**src/ddsh_pkg.sv**
```systemverilog
// Shared constants and types for the disk status and seek handshake link.
`default_nettype none
package ddsh_pkg;
    // Clock of both ends.
    localparam int CLK_PERIOD_NS = 40;
    // Seek answer: delay from strobe and width of the answer pulse; width of the fault pulse.
    localparam int SEEK_DELAY_NS = 30000;
    localparam int SEEK_PULSE_NS = 5000;
    localparam int FAULT_PULSE_NS = 5000;
    localparam int CNT_W = 10;
    typedef logic [CNT_W-1:0] ddsh_cnt_t;
    localparam ddsh_cnt_t SEEK_DELAY_CYC =
        ddsh_cnt_t'(SEEK_DELAY_NS / CLK_PERIOD_NS);
    localparam ddsh_cnt_t SEEK_PULSE_CYC =
        ddsh_cnt_t'(SEEK_PULSE_NS / CLK_PERIOD_NS);
    localparam ddsh_cnt_t FAULT_PULSE_CYC =
        ddsh_cnt_t'(FAULT_PULSE_NS / CLK_PERIOD_NS);
    // Bit cell of the read path, in clock cycles.
    typedef logic [2:0] ddsh_cell_t;
    localparam ddsh_cell_t CELL_LAST = 3'h7;
    localparam ddsh_cell_t RCLK_LOW_CYC = 3'h2;
    localparam ddsh_cell_t DATA_ON = 3'h3;
    localparam ddsh_cell_t DATA_OFF = 3'h6;
    // Cylinder address.
    localparam int CYL_W = 8;
    localparam logic [CYL_W-1:0] MAX_CYL = 8'hc7;
    // Controller register byte offsets.
    localparam logic [7:0] REG_SEEK = 8'h00;
    localparam logic [7:0] REG_CTRL = 8'h04;
    localparam logic [7:0] REG_STAT = 8'h08;
    localparam logic [7:0] REG_MASK = 8'h0c;
    localparam logic [7:0] REG_LINE = 8'h10;
    localparam logic [7:0] REG_RXD = 8'h14;
    // Control field positions and width.
    localparam int CTRL_W = 5;
    localparam int CTRL_SEL = 0;
    localparam int CTRL_PLAT = 1;
    localparam int CTRL_RGATE = 2;
    localparam int CTRL_WGATE = 3;
    localparam int CTRL_EGATE = 4;
    // Status and mask field positions and width.
    localparam int ST_W = 4;
    localparam int ST_ACC = 0;
    localparam int ST_ILL = 1;
    localparam int ST_FLT = 2;
    localparam int ST_RX = 3;
    // Line status field positions.
    localparam int LINE_W = 6;
    localparam int LINE_WOK = 0;
    localparam int LINE_DUAL = 1;
    localparam int LINE_HD = 2;
    localparam int LINE_BUSY = 3;
    localparam int LINE_POSF = 4;
    localparam int LINE_NRDY = 5;
    typedef enum logic [3:0] {
        SK_IDLE = 4'h1,
        SK_WAIT = 4'h2,
        SK_PULSE = 4'h4,
        SK_HOLD = 4'h8
    } ddsh_seek_e;
    typedef enum logic [2:0] {
        HS_IDLE = 3'h1,
        HS_SETUP = 3'h2,
        HS_STROBE = 3'h4
    } ddsh_hseek_e;
endpackage
`default_nettype wire

```
**src/ddsh_if.sv**
```systemverilog
// Interface lines between the drive and its controller; all are low-true.
`default_nettype none
interface ddsh_if;
    // Controller to drive.
    logic select_n;
    logic plat_sel_n;
    logic strobe_n;
    logic [ddsh_pkg::CYL_W-1:0] cyl_n;
    logic read_gate_n;
    logic write_gate_n;
    logic erase_gate_n;
    // Drive to controller.
    logic read_clock_n;
    logic read_data_n;
    logic seek_accept_pulse_n;
    logic illegal_seek_pulse_n;
    logic wr_status_n;
    logic fault_n;
    logic unused_positioner_fail_line_n;
    logic high_density_n;
    logic dual_platter_n;
    modport drive (
        input select_n, plat_sel_n, strobe_n, cyl_n,
        input read_gate_n, write_gate_n, erase_gate_n,
        output read_clock_n, read_data_n, seek_accept_pulse_n,
        output illegal_seek_pulse_n, wr_status_n, fault_n,
        output unused_positioner_fail_line_n, high_density_n,
        output dual_platter_n
    );
    modport ctl (
        output select_n, plat_sel_n, strobe_n, cyl_n,
        output read_gate_n, write_gate_n, erase_gate_n,
        input read_clock_n, read_data_n, seek_accept_pulse_n,
        input illegal_seek_pulse_n, wr_status_n, fault_n,
        input unused_positioner_fail_line_n, high_density_n,
        input dual_platter_n
    );
endinterface
`default_nettype wire

```
**src/ddsh_sync.sv**
```systemverilog
// Two-stage synchroniser for a group of levels from another domain.
`default_nettype none
module ddsh_sync #(
    parameter int W = 1,
    parameter logic [W-1:0] INIT = '0
) (
    input wire logic clk,
    input wire logic reset_n,
    input wire logic [W-1:0] d,
    output logic [W-1:0] q
);
    logic [W-1:0] meta;

    always_ff @(posedge clk) begin
        if (!reset_n) begin
            meta <= INIT;
            q <= INIT;
        end else begin
            meta <= d;
            q <= meta;
        end
    end
endmodule
`default_nettype wire

```
**src/ddsh_drive.sv**
```systemverilog
// Drive end: read path, seek answer, write status, fault and strap lines.
`default_nettype none
// Summary of operation
// - Timing line pulses low at each cell start.
// - Timing line returns high until next cell.
// - Data line pulses low for ones only.
// - Controller decodes one from data low, clock high.
// - Accept pulse 2.5-7.5us, 22.5-37.5us after strobe.
// - Legal seeks accepted, illegal ones flagged instead.
// - Controller holds address and strobe until answer.
// - Illegal seek: no move, illegal pulse timed alike.
// - Controller drops strobe within 5us of answer.
// - Protected platter: write and erase refused.
// - Write status follows platter select within 1us.
// - Controller checks write status before writing.
// - Fault line pulses low on any fault.
// - Any fault starts emergency head unload.
// - Seek-failure line stays high; positioner faults unload.
// - Density line steady true when fitted.
// - Platter count line valid while selected.
// - Every link line is low-true.
module ddsh_drive (
    // Clock and reset
    input wire logic CLK,
    input wire logic RESET_N,
    // Link to the controller
    ddsh_if.drive LINK,
    // Recovered disk bit stream
    input wire logic DISK_BIT,
    output logic DISK_BIT_TAKE,
    // Fault detectors and factory straps
    input wire logic FAULT_WRITE,
    input wire logic FAULT_SERVO,
    input wire logic FAULT_SPEED,
    input wire logic FAULT_POWER,
    input wire logic [1:0] PROTECT_PLATTER,
    input wire logic HIGH_DENSITY_FITTED,
    input wire logic DUAL_PLATTER_FITTED,
    // Mechanism commands and status
    output logic SEEK_START,
    output logic [ddsh_pkg::CYL_W-1:0] SEEK_CYL,
    output logic HEAD_UNLOAD,
    output logic NOT_READY,
    output logic WRITE_ON,
    output logic ERASE_ON
);
    import ddsh_pkg::*;

    localparam int HOST_W = CYL_W + 6;
    localparam int LOC_W = 8;

    logic [HOST_W-1:0] host_raw;
    logic [HOST_W-1:0] host_s;
    logic [LOC_W-1:0] loc_raw;
    logic [LOC_W-1:0] loc_s;
    logic sel_n, plat_n, strobe_n, rgate_n, wgate_n, egate_n;
    logic [CYL_W-1:0] cyl_n;
    logic [3:0] fault_s;
    logic [1:0] prot_s;
    logic hd_s, dual_s;
    logic sel, strobe, reading, platter_ok;
    logic strobe_prev;
    ddsh_seek_e seek_state;
    ddsh_cnt_t seek_cnt;
    logic cyl_legal;
    logic [CYL_W-1:0] cyl_req;
    ddsh_cell_t cell_cnt;
    logic cell_bit;
    logic fault_any, fault_prev;
    ddsh_cnt_t fault_cnt;

    // Every line from the controller and every local detector is
    // asynchronous to this clock.
    assign host_raw = {LINK.select_n, LINK.plat_sel_n, LINK.strobe_n,
        LINK.read_gate_n, LINK.write_gate_n, LINK.erase_gate_n,
        LINK.cyl_n};
    assign loc_raw = {FAULT_WRITE, FAULT_SERVO, FAULT_SPEED, FAULT_POWER,
        PROTECT_PLATTER, HIGH_DENSITY_FITTED, DUAL_PLATTER_FITTED};

    ddsh_sync #(
        .W(HOST_W),
        .INIT({HOST_W{1'b1}})
    ) u_host_sync (
        .clk(CLK),
        .reset_n(RESET_N),
        .d(host_raw),
        .q(host_s)
    );

    ddsh_sync #(
        .W(LOC_W),
        .INIT({LOC_W{1'b0}})
    ) u_loc_sync (
        .clk(CLK),
        .reset_n(RESET_N),
        .d(loc_raw),
        .q(loc_s)
    );

    assign {sel_n, plat_n, strobe_n, rgate_n, wgate_n, egate_n, cyl_n} =
        host_s;
    assign {fault_s, prot_s, hd_s, dual_s} = loc_s;

    // Low level is the true state on every link line.
    assign sel = !sel_n;
    assign strobe = !strobe_n;
    assign reading = sel && !rgate_n;
    assign platter_ok = !prot_s[!plat_n];
    assign fault_any = |fault_s;

    // Seek handshake sequencer.
    always_ff @(posedge CLK) begin
        if (!RESET_N) begin
            seek_state <= SK_IDLE;
            seek_cnt <= '0;
            strobe_prev <= 1'b0;
        end else begin
            strobe_prev <= strobe;
            unique case (seek_state)
                SK_IDLE: begin
                    // Only a fresh leading edge starts a seek.
                    if (strobe && !strobe_prev) begin
                        seek_state <= SK_WAIT;
                        seek_cnt <= '0;
                    end
                end
                SK_WAIT: begin
                    if (seek_cnt == SEEK_DELAY_CYC - 1'b1) begin
                        seek_state <= SK_PULSE;
                        seek_cnt <= '0;
                    end else begin
                        seek_cnt <= seek_cnt + 1'b1;
                    end
                end
                SK_PULSE: begin
                    if (seek_cnt == SEEK_PULSE_CYC - 1'b1) begin
                        seek_state <= SK_HOLD;
                    end else begin
                        seek_cnt <= seek_cnt + 1'b1;
                    end
                end
                SK_HOLD: begin
                    if (!strobe) begin
                        seek_state <= SK_IDLE;
                    end
                end
            endcase
        end
    end

    // The address is taken late, when it has long settled; the controller
    // keeps it steady until the answer, so bit skew through the
    // synchronisers cannot tear it.
    always_ff @(posedge CLK) begin
        if (!RESET_N) begin
            cyl_req <= '0;
            cyl_legal <= 1'b0;
        end else if (seek_state == SK_WAIT &&
                     seek_cnt == SEEK_DELAY_CYC - 1'b1) begin
            cyl_req <= ~cyl_n;
            cyl_legal <= (~cyl_n) <= MAX_CYL;
        end
    end

    // Answer pulses; an illegal seek never reaches the mechanism.
    always_ff @(posedge CLK) begin
        if (!RESET_N) begin
            LINK.seek_accept_pulse_n <= 1'b1;
            LINK.illegal_seek_pulse_n <= 1'b1;
            SEEK_START <= 1'b0;
            SEEK_CYL <= '0;
        end else begin
            LINK.seek_accept_pulse_n <=
                !(seek_state == SK_PULSE && cyl_legal);
            LINK.illegal_seek_pulse_n <=
                !(seek_state == SK_PULSE && !cyl_legal);
            SEEK_START <= seek_state == SK_PULSE && seek_cnt == '0 &&
                cyl_legal;
            if (seek_state == SK_PULSE && seek_cnt == '0 && cyl_legal) begin
                SEEK_CYL <= cyl_req;
            end
        end
    end

    // Bit cell counter of the read path.
    always_ff @(posedge CLK) begin
        if (!RESET_N) begin
            cell_cnt <= '0;
            cell_bit <= 1'b0;
            DISK_BIT_TAKE <= 1'b0;
        end else begin
            if (!reading || cell_cnt == CELL_LAST) begin
                cell_cnt <= '0;
            end else begin
                cell_cnt <= cell_cnt + 1'b1;
            end
            DISK_BIT_TAKE <= reading && cell_cnt == '0;
            if (reading && cell_cnt == '0) begin
                cell_bit <= DISK_BIT;
            end
        end
    end

    // The data pulse sits wholly inside the high part of the clock so the
    // controller sees it between two clock pulses.
    always_ff @(posedge CLK) begin
        if (!RESET_N) begin
            LINK.read_clock_n <= 1'b1;
            LINK.read_data_n <= 1'b1;
        end else begin
            LINK.read_clock_n <= !(reading &&
                cell_cnt < RCLK_LOW_CYC);
            LINK.read_data_n <= !(reading && cell_bit &&
                cell_cnt >= DATA_ON && cell_cnt < DATA_OFF);
        end
    end

    // Write status and refusal of write and erase on a protected platter.
    always_ff @(posedge CLK) begin
        if (!RESET_N) begin
            LINK.wr_status_n <= 1'b1;
            WRITE_ON <= 1'b0;
            ERASE_ON <= 1'b0;
        end else begin
            LINK.wr_status_n <= !(sel && !platter_ok);
            WRITE_ON <= sel && !wgate_n && platter_ok && !NOT_READY;
            ERASE_ON <= sel && !egate_n && platter_ok && !NOT_READY;
        end
    end

    // Fault pulse, emergency unload and loss of ready.
    always_ff @(posedge CLK) begin
        if (!RESET_N) begin
            fault_prev <= 1'b0;
            fault_cnt <= '0;
            LINK.fault_n <= 1'b1;
            HEAD_UNLOAD <= 1'b0;
            NOT_READY <= 1'b0;
        end else begin
            fault_prev <= fault_any;
            if (fault_any && !fault_prev) begin
                fault_cnt <= FAULT_PULSE_CYC;
            end else if (fault_cnt != '0) begin
                fault_cnt <= fault_cnt - 1'b1;
            end
            LINK.fault_n <= fault_cnt == '0;
            HEAD_UNLOAD <= fault_any && !fault_prev;
            // Ready is only restored by a reset of the drive logic.
            if (fault_any) begin
                NOT_READY <= 1'b1;
            end
        end
    end

    // Strap and capability lines.
    always_ff @(posedge CLK) begin
        if (!RESET_N) begin
            LINK.unused_positioner_fail_line_n <= 1'b1;
            LINK.high_density_n <= 1'b1;
            LINK.dual_platter_n <= 1'b1;
        end else begin
            LINK.unused_positioner_fail_line_n <= 1'b1;
            LINK.high_density_n <= !hd_s;
            LINK.dual_platter_n <= !(sel && dual_s);
        end
    end
endmodule
`default_nettype wire

```
**src/flat_wrapper.sv**
```systemverilog
// flat-port wrapper written by rule: the top's interface ports become plain ports
module ddsh_drive_flat import ddsh_pkg::*;
  (CLK, RESET_N, DISK_BIT, DISK_BIT_TAKE, FAULT_WRITE, FAULT_SERVO, FAULT_SPEED, FAULT_POWER, PROTECT_PLATTER, HIGH_DENSITY_FITTED, DUAL_PLATTER_FITTED, SEEK_START, SEEK_CYL, HEAD_UNLOAD, NOT_READY, WRITE_ON, ERASE_ON, LINK_select_n, LINK_plat_sel_n, LINK_strobe_n, LINK_cyl_n, LINK_read_gate_n, LINK_write_gate_n, LINK_erase_gate_n, LINK_read_clock_n, LINK_read_data_n, LINK_seek_accept_pulse_n, LINK_illegal_seek_pulse_n, LINK_wr_status_n, LINK_fault_n, LINK_unused_positioner_fail_line_n, LINK_high_density_n, LINK_dual_platter_n);
  ddsh_if LINK_i ();
  input wire logic CLK;
  input wire logic RESET_N;
  input wire logic DISK_BIT;
  output logic DISK_BIT_TAKE;
  input wire logic FAULT_WRITE;
  input wire logic FAULT_SERVO;
  input wire logic FAULT_SPEED;
  input wire logic FAULT_POWER;
  input wire logic [1:0] PROTECT_PLATTER;
  input wire logic HIGH_DENSITY_FITTED;
  input wire logic DUAL_PLATTER_FITTED;
  output logic SEEK_START;
  output logic [ddsh_pkg::CYL_W-1:0] SEEK_CYL;
  output logic HEAD_UNLOAD;
  output logic NOT_READY;
  output logic WRITE_ON;
  output logic ERASE_ON;
  input wire logic [$bits(LINK_i.select_n)-1:0] LINK_select_n;
  input wire logic [$bits(LINK_i.plat_sel_n)-1:0] LINK_plat_sel_n;
  input wire logic [$bits(LINK_i.strobe_n)-1:0] LINK_strobe_n;
  input wire logic [$bits(LINK_i.cyl_n)-1:0] LINK_cyl_n;
  input wire logic [$bits(LINK_i.read_gate_n)-1:0] LINK_read_gate_n;
  input wire logic [$bits(LINK_i.write_gate_n)-1:0] LINK_write_gate_n;
  input wire logic [$bits(LINK_i.erase_gate_n)-1:0] LINK_erase_gate_n;
  output wire logic [$bits(LINK_i.read_clock_n)-1:0] LINK_read_clock_n;
  output wire logic [$bits(LINK_i.read_data_n)-1:0] LINK_read_data_n;
  output wire logic [$bits(LINK_i.seek_accept_pulse_n)-1:0] LINK_seek_accept_pulse_n;
  output wire logic [$bits(LINK_i.illegal_seek_pulse_n)-1:0] LINK_illegal_seek_pulse_n;
  output wire logic [$bits(LINK_i.wr_status_n)-1:0] LINK_wr_status_n;
  output wire logic [$bits(LINK_i.fault_n)-1:0] LINK_fault_n;
  output wire logic [$bits(LINK_i.unused_positioner_fail_line_n)-1:0] LINK_unused_positioner_fail_line_n;
  output wire logic [$bits(LINK_i.high_density_n)-1:0] LINK_high_density_n;
  output wire logic [$bits(LINK_i.dual_platter_n)-1:0] LINK_dual_platter_n;
  assign LINK_i.select_n = LINK_select_n;
  assign LINK_i.plat_sel_n = LINK_plat_sel_n;
  assign LINK_i.strobe_n = LINK_strobe_n;
  assign LINK_i.cyl_n = LINK_cyl_n;
  assign LINK_i.read_gate_n = LINK_read_gate_n;
  assign LINK_i.write_gate_n = LINK_write_gate_n;
  assign LINK_i.erase_gate_n = LINK_erase_gate_n;
  assign LINK_read_clock_n = LINK_i.read_clock_n;
  assign LINK_read_data_n = LINK_i.read_data_n;
  assign LINK_seek_accept_pulse_n = LINK_i.seek_accept_pulse_n;
  assign LINK_illegal_seek_pulse_n = LINK_i.illegal_seek_pulse_n;
  assign LINK_wr_status_n = LINK_i.wr_status_n;
  assign LINK_fault_n = LINK_i.fault_n;
  assign LINK_unused_positioner_fail_line_n = LINK_i.unused_positioner_fail_line_n;
  assign LINK_high_density_n = LINK_i.high_density_n;
  assign LINK_dual_platter_n = LINK_i.dual_platter_n;
  ddsh_drive u_core (.CLK(CLK), .RESET_N(RESET_N), .LINK(LINK_i), .DISK_BIT(DISK_BIT), .DISK_BIT_TAKE(DISK_BIT_TAKE), .FAULT_WRITE(FAULT_WRITE), .FAULT_SERVO(FAULT_SERVO), .FAULT_SPEED(FAULT_SPEED), .FAULT_POWER(FAULT_POWER), .PROTECT_PLATTER(PROTECT_PLATTER), .HIGH_DENSITY_FITTED(HIGH_DENSITY_FITTED), .DUAL_PLATTER_FITTED(DUAL_PLATTER_FITTED), .SEEK_START(SEEK_START), .SEEK_CYL(SEEK_CYL), .HEAD_UNLOAD(HEAD_UNLOAD), .NOT_READY(NOT_READY), .WRITE_ON(WRITE_ON), .ERASE_ON(ERASE_ON));
endmodule
```
**config.mk**
```make
export PLATFORM = sky130hd
export DESIGN_NAME = ddsh_drive_flat
export DESIGN_NICKNAME = d
export VERILOG_FILES = /design/src/ddsh_pkg.sv /design/src/ddsh_if.sv /design/src/ddsh_sync.sv /design/src/ddsh_drive.sv /design/src/flat_wrapper.sv
export SDC_FILE = /design/constraint.sdc
export NUM_CORES = 1
export LEC_CHECK = 0
export ABC_AREA = 1
export BUFFER_PORTS_ARGS = -buffer_cell sky130_fd_sc_hd__buf_4
export CORE_MARGIN = 2
export CORE_UTILIZATION = 35
export DETAILED_ROUTE_END_ITERATION = 10
export PLACE_DENSITY = 0.51
export REMOVE_ABC_BUFFERS = 1
export SYNTH_ARGS = -nofsm -noshare
export SYNTH_HDL_FRONTEND = slang
export SYNTH_HIERARCHICAL = 1
export SYNTH_SLANG_ARGS = --single-unit
```
**constraint.sdc**
```tcl
create_clock -name CLK -period 3.2 [get_ports CLK]
set_input_delay 0.64 -clock CLK [delete_from_list [all_inputs] [get_ports CLK]]
set_output_delay 0.64 -clock CLK [all_outputs]
set_load 0.05 [all_outputs]
```
# Word-level counts from Yosys, hierarchy flattened
# Cells that the tools add are included.
# totals
input_bits,25
elab_cells,116
regBits,105
# classes
n_reduce_logical,52
eq_ne,12
n_mux,13
addsub,3
order_cmp,5
n_bitwise,2
# op_table
cell,n
2-to-1 mux 10 bit,3
case mux 10 bit (3 select lines),1
logical AND 1 bit,21
zero test 10 bit,2
zero test 1 bit,19
2-to-1 mux 4 bit,4
case mux 4 bit (4 select lines),1
2-to-1 mux 7 bit,2
"adder 10 x 1 -> 10 bit, second input constant",1
"equality test 10 bit, second input constant",1
"equality test 10 x 7 -> 1 bit, second input constant",1
nonzero test 10 bit,1
"subtractor 10 x 1 -> 10 bit, second input constant",1
"less-or-equal comparator 8 bit, second input constant",1
NOT 8 bit,1
"inequality test 2 x 1 -> 1 bit, second input constant",3
"equality test 4 x 1 -> 1 bit, second input constant",1
"equality test 4 x 2 -> 1 bit, second input constant",1
"equality test 4 x 3 -> 1 bit, second input constant",1
"equality test 4 bit, second input constant",1
"inequality test 2 bit, second input constant",2
AND reduction 4 bit,1
OR reduction 2 bit,2
OR reduction 4 bit,1
other kinds (13),14

# Longest topological paths before layout
# Gate-level depths: netlist (run 1).
# logic_depth
word_depth,6
mapped_depth,11

# Cells and area by module
# Netlist (run 1), hierarchy kept.
# modules_own_cells
module,area_per_inst_um2,cells_each,seq_area_each_um2,n_inst
ddsh_drive,2760.1,377,1221.2,1
ddsh_sync (u_core.u_host_sync),814.5,87,560.5,1
ddsh_sync (u_core.u_loc_sync),484.2,50,320.3,1

# Worst setup path after synthesis (run 1)
# Ideal clock, no wire load.
# synth_path
kind,register -> register
from,reg u_core.seek_cnt[0]
to,reg u_core/SEEK_CYL[0] in the netlist's numbering
path_slack_ns,1.807
required_time_ns,3.083
stages_incl_launch_ff,8
setup_time_ns,0.117
t_arrival_ns,1.276
cell_sequence,dfxtp_1 > inv_1 > ha_1 > nand4_1 > nor3_4 > nand2_4 > o21ai_0 > nor2_1
# synth_via
elab_chain_cells,3
# synth_lines
item,line_no,source
start: declaration,ddsh_drive.sv:64,ddsh_cnt_t seek_cnt;
start signal: assignment,ddsh_drive.sv:132,seek_cnt <= seek_cnt + 1'b1;
start signal: assignment,ddsh_drive.sv:139,seek_cnt <= seek_cnt + 1'b1;
zero test 10 bit,ddsh_drive.sv:179,if (seek_state == SK_PULSE && seek_cnt == '0 && cyl_legal) begin
logical AND 1 bit (2 in series),ddsh_drive.sv:179,
end signal: assignment,ddsh_drive.sv:180,SEEK_CYL <= cyl_req;
end: declaration,ddsh_drive.sv:41,"output logic [ddsh_pkg::CYL_W-1:0] SEEK_CYL,"
# Every way passes these cells.
# A chain may end at the register's enable or synchronous reset.

# Worst setup path after layout (run 1)
# layout_path
from,reg u_core.seek_cnt[0]
to,reg u_core.cyl_req[7]
# layout_via
elab_chain_cells,2
# layout_lines
item,line_no,source
equality test 10 bit,ddsh_drive.sv:159,seek_cnt == SEEK_DELAY_CYC - 1'b1) begin
logical AND 1 bit,ddsh_drive.sv:158,end else if (seek_state == SK_WAIT &&
end signal: assignment,ddsh_drive.sv:160,cyl_req <= ~cyl_n;
end: declaration,ddsh_drive.sv:66,logic [CYL_W-1:0] cyl_req;
# Every way passes these cells.

==> reports/metrics.yaml, run 1 <==
synthesis:
  synth_edf_count: 0
  synth-seq-cells: 105
  ys.flop_type: "dfxtp_1"
  netlist_top_cells_count: "nand2_1, dfxtp_1, inv_1"
  yosys-top-cells-area: "dfxtp_1, nand2_1, inv_1, nor2_1, a21oi_1"
  synth_xor_area_frac: 0.006473
  synth_compound_area_frac: 0.08231
  ys_seq_area_frac: 0.5179
  netlist_area_um2: 4059
  avgSynthCellArea_um2: 7.897
  yosys.area_share.simple: 0.2488
  synth_top_family_by_area: "simple AND/OR/NAND/NOR gates"
  yosysTopAreaCell: "dfxtp_1"
  ys.warnings.count: 6
  synthCells: 514
  synth_mux_area_frac: 0.002774
  yosysUniqueCellTypes: 34
  yosysMostFrequentCell: "nand2_1"
  synth_top_area_share: 0.5179
  async_flop_share: 0
  synth_fa_ha_area_frac: 0.02774
placement:
  post-place-ws_ps: 1424
  dpl.hpwl_mm: 5.080
  gp_congestion: 0.8590
  portBuffers: 46
floorplanning:
  io-pin-count: 48
  die-area_um2: 12470
  die_h_um: 111.7
  initial_core_util: 0.3570
  core-area_um2: 11370
  die_x_um: 111.7
  rows: 39
timing:
  worst_pin_slew_ps: 714.7
  finalClockSkew_ps: 6.722
  slew_viol_final: 0
  fin_ws_ps: 1491
  achievable-frequency_mhz: 585.1
  setup-tns-final_ps: 0
  setup_viol: 0
  min_period_over_period: 0.5341
  slew_headroom: 0.5230
  fin_crit_ps: 1709
  whs_ps: 371.5
  rsz0062_at_grt: "no"
  finalHoldViolCount: 0
detailed_routing:
  first_iter_violations: 112
  first_pass_iters: 5
  drc: 0
  avgRoutedWirePerCell_um: 9.994
  detail_route.wirelength_mm: 7.076
  avgViaCountPerCell: 4.339
  antenna_left: 0
  vias: 3072
grt:
  busiest_layer: "met2"
  antenna_found_initial: 0
  met2_usage: 0.2044
  grt_pass1_wl_mm: 12.46
  first_global_vias: 2875
  overflow: 0
  grt_util_met3: 0.03157
  grt_max_degree: 73
  grtUsageTotal: 0.1227
  met1_usage: 0.1484
setup_path:
  path_max_fanout: 16
  timing.critical_path.buf_inv: 2
  cpMaxStageDelayCell: "dfxtp_1"
  worstPathCellList: "ha_1 -> nand2_1 -> nor2_1 -> nand3_2 -> nor2_4 -> inv_1 -> nand2_1 -> inv_1 -> o21a_1"
  regToRegSetupSlack_ps: 1490
  required_ps: 3440
  r2r_cells: 9
  critPathKind: "reg -> reg"
  crit_path_start_kind: "register"
  r2r_start: "u_core/seek_cnt[0]"
  cp_num_cells: 9
  reg2reg_to: "u_core/cyl_req[7]"
  cpPeakStageDelay_ps: 430
  cpLargestDelayFamily: "simple AND/OR/NAND/NOR gates"
  worstSetupEndpointType: "register"
  crit_arrival_ps: 1950
clocking:
  clk_pin_slew_ps: 70
  cts-htree-levels: 3
  cts-root-buf: "clkbuf_16"
  cts_num_sinks: 105
  cts_buffers: 9
  post_cts_buffers: 0
  cts_hold_buf: 0
  cts_resized: 0
  insertion_delay_ps: 340
  clockBufferDepth: 2
  cts_tree: "yes"
job:
  drv_cap: 0
final_layout:
  diodes: 0
  num-nets-final: 594
  area.growth.synth_to_final_pct: 17.60
  drive_gt1_frac: 0.1522
  n_fill_cell: 1181
min_path:
  hp-start: "u_core/u_loc_sync/q[1]"
  hold_path.class: "reg -> reg"
  hold_path_depth: 1
  min_to: "u_core/LINK.high_density_n"
outcome:
  status: "finished, final reports clean"
power:
  ir_worst_vdd_uv: 249.3
  p_leak_uw: 0.002358
  power.density_nw_per_um2: 613.5
placed cells by master (no fill, tap or decap), types with 2 or more instances in the layout:
| cell | synthesis | routed |
|---|---|---|
| a211oi_1 | 2 | 2 |
| nand3_2 | 2 | 2 |
| a31oi_1 | 5 | 5 |
| clkbuf_16 | 0 | 9 |
| nor2_2 | 5 | 5 |
| nand3_1 | 27 | 27 |
| o211ai_1 | 2 | 2 |
| a21oi_1 | 27 | 27 |
| xor2_1 | 3 | 3 |
| inv_6 | 0 | 2 |
| nor3_1 | 5 | 5 |
| ha_1 | 9 | 9 |
| nand2_1 | 109 | 109 |
| o21ai_0 | 20 | 20 |
| nor2_1 | 55 | 55 |
| nand4_1 | 11 | 11 |
| nand2_2 | 10 | 10 |
| buf_4 | 1 | 48 |
| inv_1 | 92 | 92 |
| dfxtp_1 | 105 | 105 |
how the worst max path moves through the flow:
stage               slack (ps)               start                       to
floorplan                 1730  u_core/seek_cnt[0]        u_core/cyl_req[7]
global placement          1450             RESET_N  u_core/LINK.read_data_n
detailed placement        1420             RESET_N     u_core/seek_state[3]
CTS                       1480  u_core/seek_cnt[0]        u_core/cyl_req[7]
global route              1270  u_core/seek_cnt[0]        u_core/cyl_req[7]
finish                    1490  u_core/seek_cnt[0]        u_core/cyl_req[7]
sequential cells by signal, indices dropped and copies added (netlist names), 3 cells and up:
signal,cells
u_core/u_loc_sync/q,8
u_core/u_loc_sync/meta,8
u_core/u_host_sync/meta,14
u_core/SEEK_CYL,8
u_core/fault_cnt,10
u_core/cyl_req,8
u_core/u_host_sync/q,14
u_core/cell_cnt,3
u_core/seek_state,4
u_core/seek_cnt,10
area by class of cell:
cell class | count | area [um^2] | share of cell area
inverter | 92 | 345.3 | 0.07235
tap | 143 | 178.9 | 0.03748
multi-input combinational | 304 | 1498 | 0.3138
clock inverter | 6 | 50.05 | 0.01048
sequential | 105 | 2102 | 0.4404
timing repair buffer | 48 | 360.3 | 0.07549
clock buffer | 10 | 239.0 | 0.05007
power breakdown:
part           internal, uW  switching [uW]  total, uW
combinational           152             315        467
clock                   559             477       1040
sequential             1380            44.4       1430
total                  2090             836       2930
worst register-to-register path, cell delays in order (launching register included):
cell and delay (ps):
dfxtp_1 430, ha_1 220, nand2_1 60, nor2_1 110, nand3_2 140, nor2_4 270, inv_1 120, nand2_1 80
inv_1 40, o21a_1 150
metrics by stage:
stage / cells / total power [uW] / cell area [um^2] / util
floorplan: 501 / 1785 / 3945 / -
global placement: 692 / 1919 / 4484 / 0.3944
detailed placement: 692 / 1923 / 4484 / 0.3944
CTS: 708 / 2968 / 4773 / 0.4198
global route: 708 / 3098 / 4773 / 0.4198
finish: 708 / 2928 / 4773 / 0.4198
logic make-up after synthesis:
| kind of cell | Yosys count |
|---|---|
| AO/OA/AOI/OAI | 61 |
| XOR/XNOR | 3 |
| adder cells (fa/ha/maj) | 9 |
| buffers and inverters | 105 |
| flip-flops | 105 |
| multiplexers | 1 |
| other | 1 |
| AND/OR/NAND/NOR | 229 |
per-layer routing:
layer | wire length (um) | up-vias
li1 | - | 1681
met1 | 3356 | 1334
met2 | 3363 | 46
met3 | 189 | 11
met4 | 166 | 0
met5 | 0 | -
(Power assumes the default switching activity.)
==> run 2, diff against run 1 <==
==> constraint.sdc (replaced) <==
create_clock -name CLK -period 1.69 [get_ports CLK]
set_input_delay 0.338 -clock CLK [delete_from_list [all_inputs] [get_ports CLK]]
set_output_delay 0.338 -clock CLK [all_outputs]
set_load 0.05 [all_outputs]
==> run 2 against run 1 <==
Effect of this change:
- power grew 92%
- critical path depth is 2 lower
- wire length is 4.5% higher
- fmax up 14%
- global-route usage rose by 0.59 points
- utilization increased by 0.70 points
- die area unchanged
- via count grew 2.5%
- combinational power up 99%
- sequential power rose by 89%
- first-iteration DRC count fell by 7.1%
- largest power group unchanged
- highest routed layer unchanged
==> reports/metrics.yaml, run 2 (same netlist as run 1, synthesis figures left out) <==
outcome:
  status: "finished, final reports clean"
clocking:
  clk_pin_slew_ps: 70
  cts_num_sinks: 105
  insertion_delay_ps: 340
  cts_hold_buf: 0
  cts-htree-levels: 3
  cts-root-buf: "clkbuf_16"
  clockBufferDepth: 2
  cts_tree: "yes"
  cts_buffers: 9
grt:
  antenna_found_initial: 0
  met2_usage: 0.2053
  grt_util_met3: 0.02940
  met1_usage: 0.1643
  busiest_layer: "met2"
  first_global_vias: 2982
  grt_pass1_wl_mm: 13.17
  grtUsageTotal: 0.1286
  overflow: 0
  grt_max_degree: 27
power:
  p_int_uw: 3995
  combPwrFrac: 0.165
  netSwitchingFraction: 0.2898
  p_switching_uw: 1630
  p_total_uw: 5625
  seq_power_share: 0.481
  p_leak_uw: 0.002398
  ir_worst_vdd_uv: 544.8
  clkPwrFrac: 0.354
  power.density_nw_per_um2: 1159
timing:
  setup-tns-final_ps: 0
  fin_crit_ps: 1497
  rsz0062_at_grt: "no"
  slew_viol_final: 0
  whs_ps: 158.5
  finalHoldViolCount: 0
  finalClockSkew_ps: 5.692
  setup_viol: 0
  achievable-frequency_mhz: 668.1
  min_period_over_period: 0.8856
final_layout:
  top_regs: "u_core/u_host_sync/meta (14), u_core/u_host_sync/q (14)"
  seq_area_um2: 2106
  multi_input_area_um2: 1503
  num-nets-final: 602
  drive_gt1_frac: 0.1745
  area.growth.synth_to_final_pct: 19.57
  final_cell_mix: "nand2_1, dfxtp_1, inv_1, buf_4, nor2_1"
  n_fill_cell: 1176
  diodes: 0
  fin_cells: 716
  final_common_cell: "nand2_1"
setup_path:
  crit_arrival_ps: 1730
  path_max_fanout: 9
  critPathKind: "reg -> reg"
  crit_path_start_kind: "register"
  worstSetupEndpointType: "register"
  r2r_cells: 7
  required_ps: 1930
job:
  drv_cap: 0
floorplanning:
  die-area_um2: 12470
  initial_core_util: 0.3570
  io-pin-count: 48
  die_h_um: 111.7
  core-area_um2: 11370
  die_x_um: 111.7
  rows: 39
min_path:
  hold_path_depth: 3
  hold_path.class: "in -> reg"
placement:
  placed_cells: 700
  portBuffers: 46
  dpl.hpwl_mm: 5.286
  gp_congestion: 0.8394
detailed_routing:
  antenna_left: 0
  avgRoutedWirePerCell_um: 10.32
  drc: 0
  first_iter_violations: 104
  detail_route.wirelength_mm: 7.392
  first_pass_iters: 4
  avgViaCountPerCell: 4.397
  vias: 3148
==> run 2: repair_timing <==
item                                    4_1_cts  5_1_grt
resized for setup                             0        6
setup buffers                                 0        0
endpoints found under the setup margin        0        7
==> run 2: power groups by stage <==
stage	clock, uW	sequential, uW	combinational [uW]
4_1_cts	2060	2700	927
6_report	1990	2700	928
2_1_floorplan	0	2770	612
5_1_grt	2160	2720	1060
3_5_place_dp	0	2750	925
3_3_place_gp	0	2750	916
==> run 2: critical path: stages (launching register included) <==
cell and delay, ps:
dfxtp_2 350, inv_1 70, ha_1 160, nand4_1 170, nor3_4 230, nand2_4 110
o21ai_0 230, nor2_1 60
==> run 2: layout make-up <==
class,count,area share
clock buffer,10,0.04924
clock inverter,6,0.01005
inverter,92,0.07115
multi-input combinational,304,0.3096
sequential,105,0.4339
tap,143,0.03687
timing repair buffer,56,0.08920
==> run 2: stage by stage <==
stage	utilization	instance area, um^2	setup WS [ps]
after detailed placement	0.4008	4557	158.3
after floorplan	-	3945	219.7
after global routing	0.4269	4853	11.05
final	0.4269	4853	193.3
after CTS	0.4261	4845	139.2
after global placement	0.4008	4557	214.6
==> run 2: path summary, 6_finish.rpt <==
path,from,end,slack (ps)
worst min register to register,u_core/u_loc_sync/q[0],u_core/LINK.dual_platter_n,370
worst max register to register,u_core/seek_cnt[0],u_core/SEEK_CYL[3],190
worst max-delay path,u_core/seek_cnt[0],u_core/SEEK_CYL[3],190
worst min-delay path,LINK_cyl_n[3],u_core/u_host_sync/meta[3],160
==> run 2: layer usage <==
layer	wire, um	part of all wire	vias to the layer above
met3	302	0.041	8
met5	0	0	-
met4	133	0.018	0
met2	3424	0.46	42
li1	-	-	1696
met1	3531	0.48	1402
==> run 3, diff against run 2 <==
--- a/config.mk
+++ b/config.mk
@@ -6,7 +6,7 @@
 export NUM_CORES = 1
 export LEC_CHECK = 0
 export ABC_AREA = 1
-export BUFFER_PORTS_ARGS = -buffer_cell sky130_fd_sc_hd__buf_4
+export BUFFER_PORTS_ARGS = -buffer_cell sky130_fd_sc_hd__buf_2
 export CORE_MARGIN = 2
 export CORE_UTILIZATION = 35
 export DETAILED_ROUTE_END_ITERATION = 10
==> run 3 against run 2 <==
Effect of this change:
- sequential share of layout area is 1.1 points higher
- critical path depth fell by 1
- sequential power about the same
- critical path type unchanged
- critical endpoint is now u_core/seek_cnt[9]
- largest power group unchanged
==> reports/metrics.yaml, run 3 (same netlist as run 1, synthesis figures left out) <==
clocking:
  cts_num_sinks: 105
  clk_pin_slew_ps: 70
  cts_hold_buf: 0
  cts_buffers: 9
  cts-root-buf: "clkbuf_16"
  cts_tree: "yes"
  clockBufferDepth: 2
  insertion_delay_ps: 330
  cts-htree-levels: 3
placement:
  portBuffers: 46
  dpl.hpwl_mm: 5.357
  gp_congestion: 0.8759
  post_dp_cell_area_um2: 4429
setup_path:
  cpLargestDelayFamily: "simple AND/OR/NAND/NOR gates"
  worstSetupEndpointType: "register"
  crit_path_start_kind: "register"
  critPathKind: "reg -> reg"
  cpMaxStageDelayCell: "dfxtp_1"
  cpPeakStageDelay_ps: 500
  path_max_fanout: 7
  required_ps: 1960
  crit_arrival_ps: 1780
  timing.critical_path.buf_inv: 0
  worstPathCellList: "nand3_1 -> nor3_1 -> nand2_1 -> nand2_1 -> nand3_1 -> a21oi_1"
timing:
  achievable-frequency_mhz: 663.9
  finalHoldViolCount: 0
  fin_crit_ps: 1506
  min_period_over_period: 0.8913
  finalClockSkew_ps: 4.782
  setup_viol: 0
  slew_viol_final: 0
grt:
  antenna_found_initial: 0
  overflow: 0
  grtUsageTotal: 0.1259
  first_global_vias: 2944
  grt_pass1_wl_mm: 12.88
  grt_max_degree: 29
power:
  combPwrFrac: 0.163
  p_int_uw: 4050
  clkPwrFrac: 0.355
  p_leak_uw: 0.002365
  p_total_uw: 5606
  netSwitchingFraction: 0.2774
  seq_power_share: 0.481
  p_switching_uw: 1555
  power.density_nw_per_um2: 1185
  ir_worst_vdd_uv: 441.8
detailed_routing:
  detail_route.wirelength_mm: 7.381
  first_iter_violations: 110
  avgRoutedWirePerCell_um: 10.32
  first_pass_iters: 4
  drc: 0
  antenna_left: 0
  vias: 3103
  avgViaCountPerCell: 4.340
final_layout:
  final_common_cell: "nand2_1"
  final_cell_mix: "nand2_1, dfxtp_1, inv_1, nor2_1, buf_2"
  diodes: 0
  n_fill_cell: 1187
  num-nets-final: 603
  area.growth.synth_to_final_pct: 16.55
  finish.instance_area_um2: 4731
  top_regs: "u_core/u_host_sync/meta (14), u_core/u_host_sync/q (14)"
  drive_gt1_frac: 0.1713
floorplanning:
  core-area_um2: 11370
  die_h_um: 111.7
  die-area_um2: 12470
  rows: 39
  initial_core_util: 0.3570
  die_x_um: 111.7
  io-pin-count: 48
job:
  drv_cap: 0
outcome:
  status: "finished, final reports clean"
min_path:
  hold_path.class: "in -> reg"
run 3: cell types whose count changed in the layout (fill, tap and decap cells not counted), moves of 2 or more:
cell,before,now
dfxtp_1,102,104
dfxtp_2,3,1
buf_4,55,10
buf_2,0,46
run 3: repair_timing:
item,4_1_cts,5_1_grt
buffers inserted,0,1
resized for setup,0,6
endpoints found under the setup margin,0,14
run 3: power by group through the flow:
| stage | logic, uW | clock network, uW | registers (uW) |
|---|---|---|---|
| 2_1_floorplan | 612 | 0 | 2770 |
| 3_3_place_gp | 899 | 0 | 2750 |
| 3_5_place_dp | 909 | 0 | 2750 |
| 4_1_cts | 912 | 2060 | 2700 |
| 5_1_grt | 1060 | 2170 | 2720 |
| 6_report | 915 | 1990 | 2700 |
run 3: area by class of cell:
class,count,area (um^2),share of cell area
Tap cell,143,178.9,0.03782
Sequential cell,105,2103,0.4446
Multi-Input combinational cell,304,1505,0.3182
Inverter,92,345.3,0.07300
Timing Repair Buffer,57,316.6,0.06691
Clock buffer,9,225.2,0.04761
Clock inverter,5,56.30,0.01190
run 3: tightest hold or removal path, cell delays in order:
cell     delay [ps]
buf_2            70
inv_1            30
nand2_1          40
run 3: per-layer routing:
layer / up-vias / track usage / share of wire
met1: 1351 / 0.1541 / 0.49
li1: 1695 / - / -
met2: 47 / 0.2113 / 0.47
met5: - / 0 / 0
met3: 10 / 0.02286 / 0.025
met4: 0 / 0.06584 / 0.019
run 3: stage by stage:
| stage | hold WS [ps] | utilization | setup slack, ps | std cells | setup TNS [ps] |
|---|---|---|---|---|---|
| finish | 168.5 | 0.4161 | 183.7 | 715 | 0 |
| global route | 167.5 | 0.4161 | -2.393 | 715 | -3.695 |
| CTS | 159.4 | 0.4143 | 126.9 | 714 | 0 |
| detailed placement | 359.5 | 0.3896 | 146.8 | 700 | 0 |
| global placement | 352.2 | 0.3896 | 183.6 | 700 | 0 |
| floorplan | 343.4 | - | 219.7 | 501 | 0 |
run 3: worst paths after layout:
check                         startpoint                    endpoint  slack [ps]  cells after the start
setup / recovery      u_core/seek_cnt[2]          u_core/seek_cnt[9]         180                      6
hold / removal             LINK_cyl_n[4]  u_core/u_host_sync/meta[4]         170                      3
setup reg to reg      u_core/seek_cnt[2]          u_core/seek_cnt[9]         180                      6
hold reg to reg   u_core/u_loc_sync/q[0]  u_core/LINK.dual_platter_n         370                      1
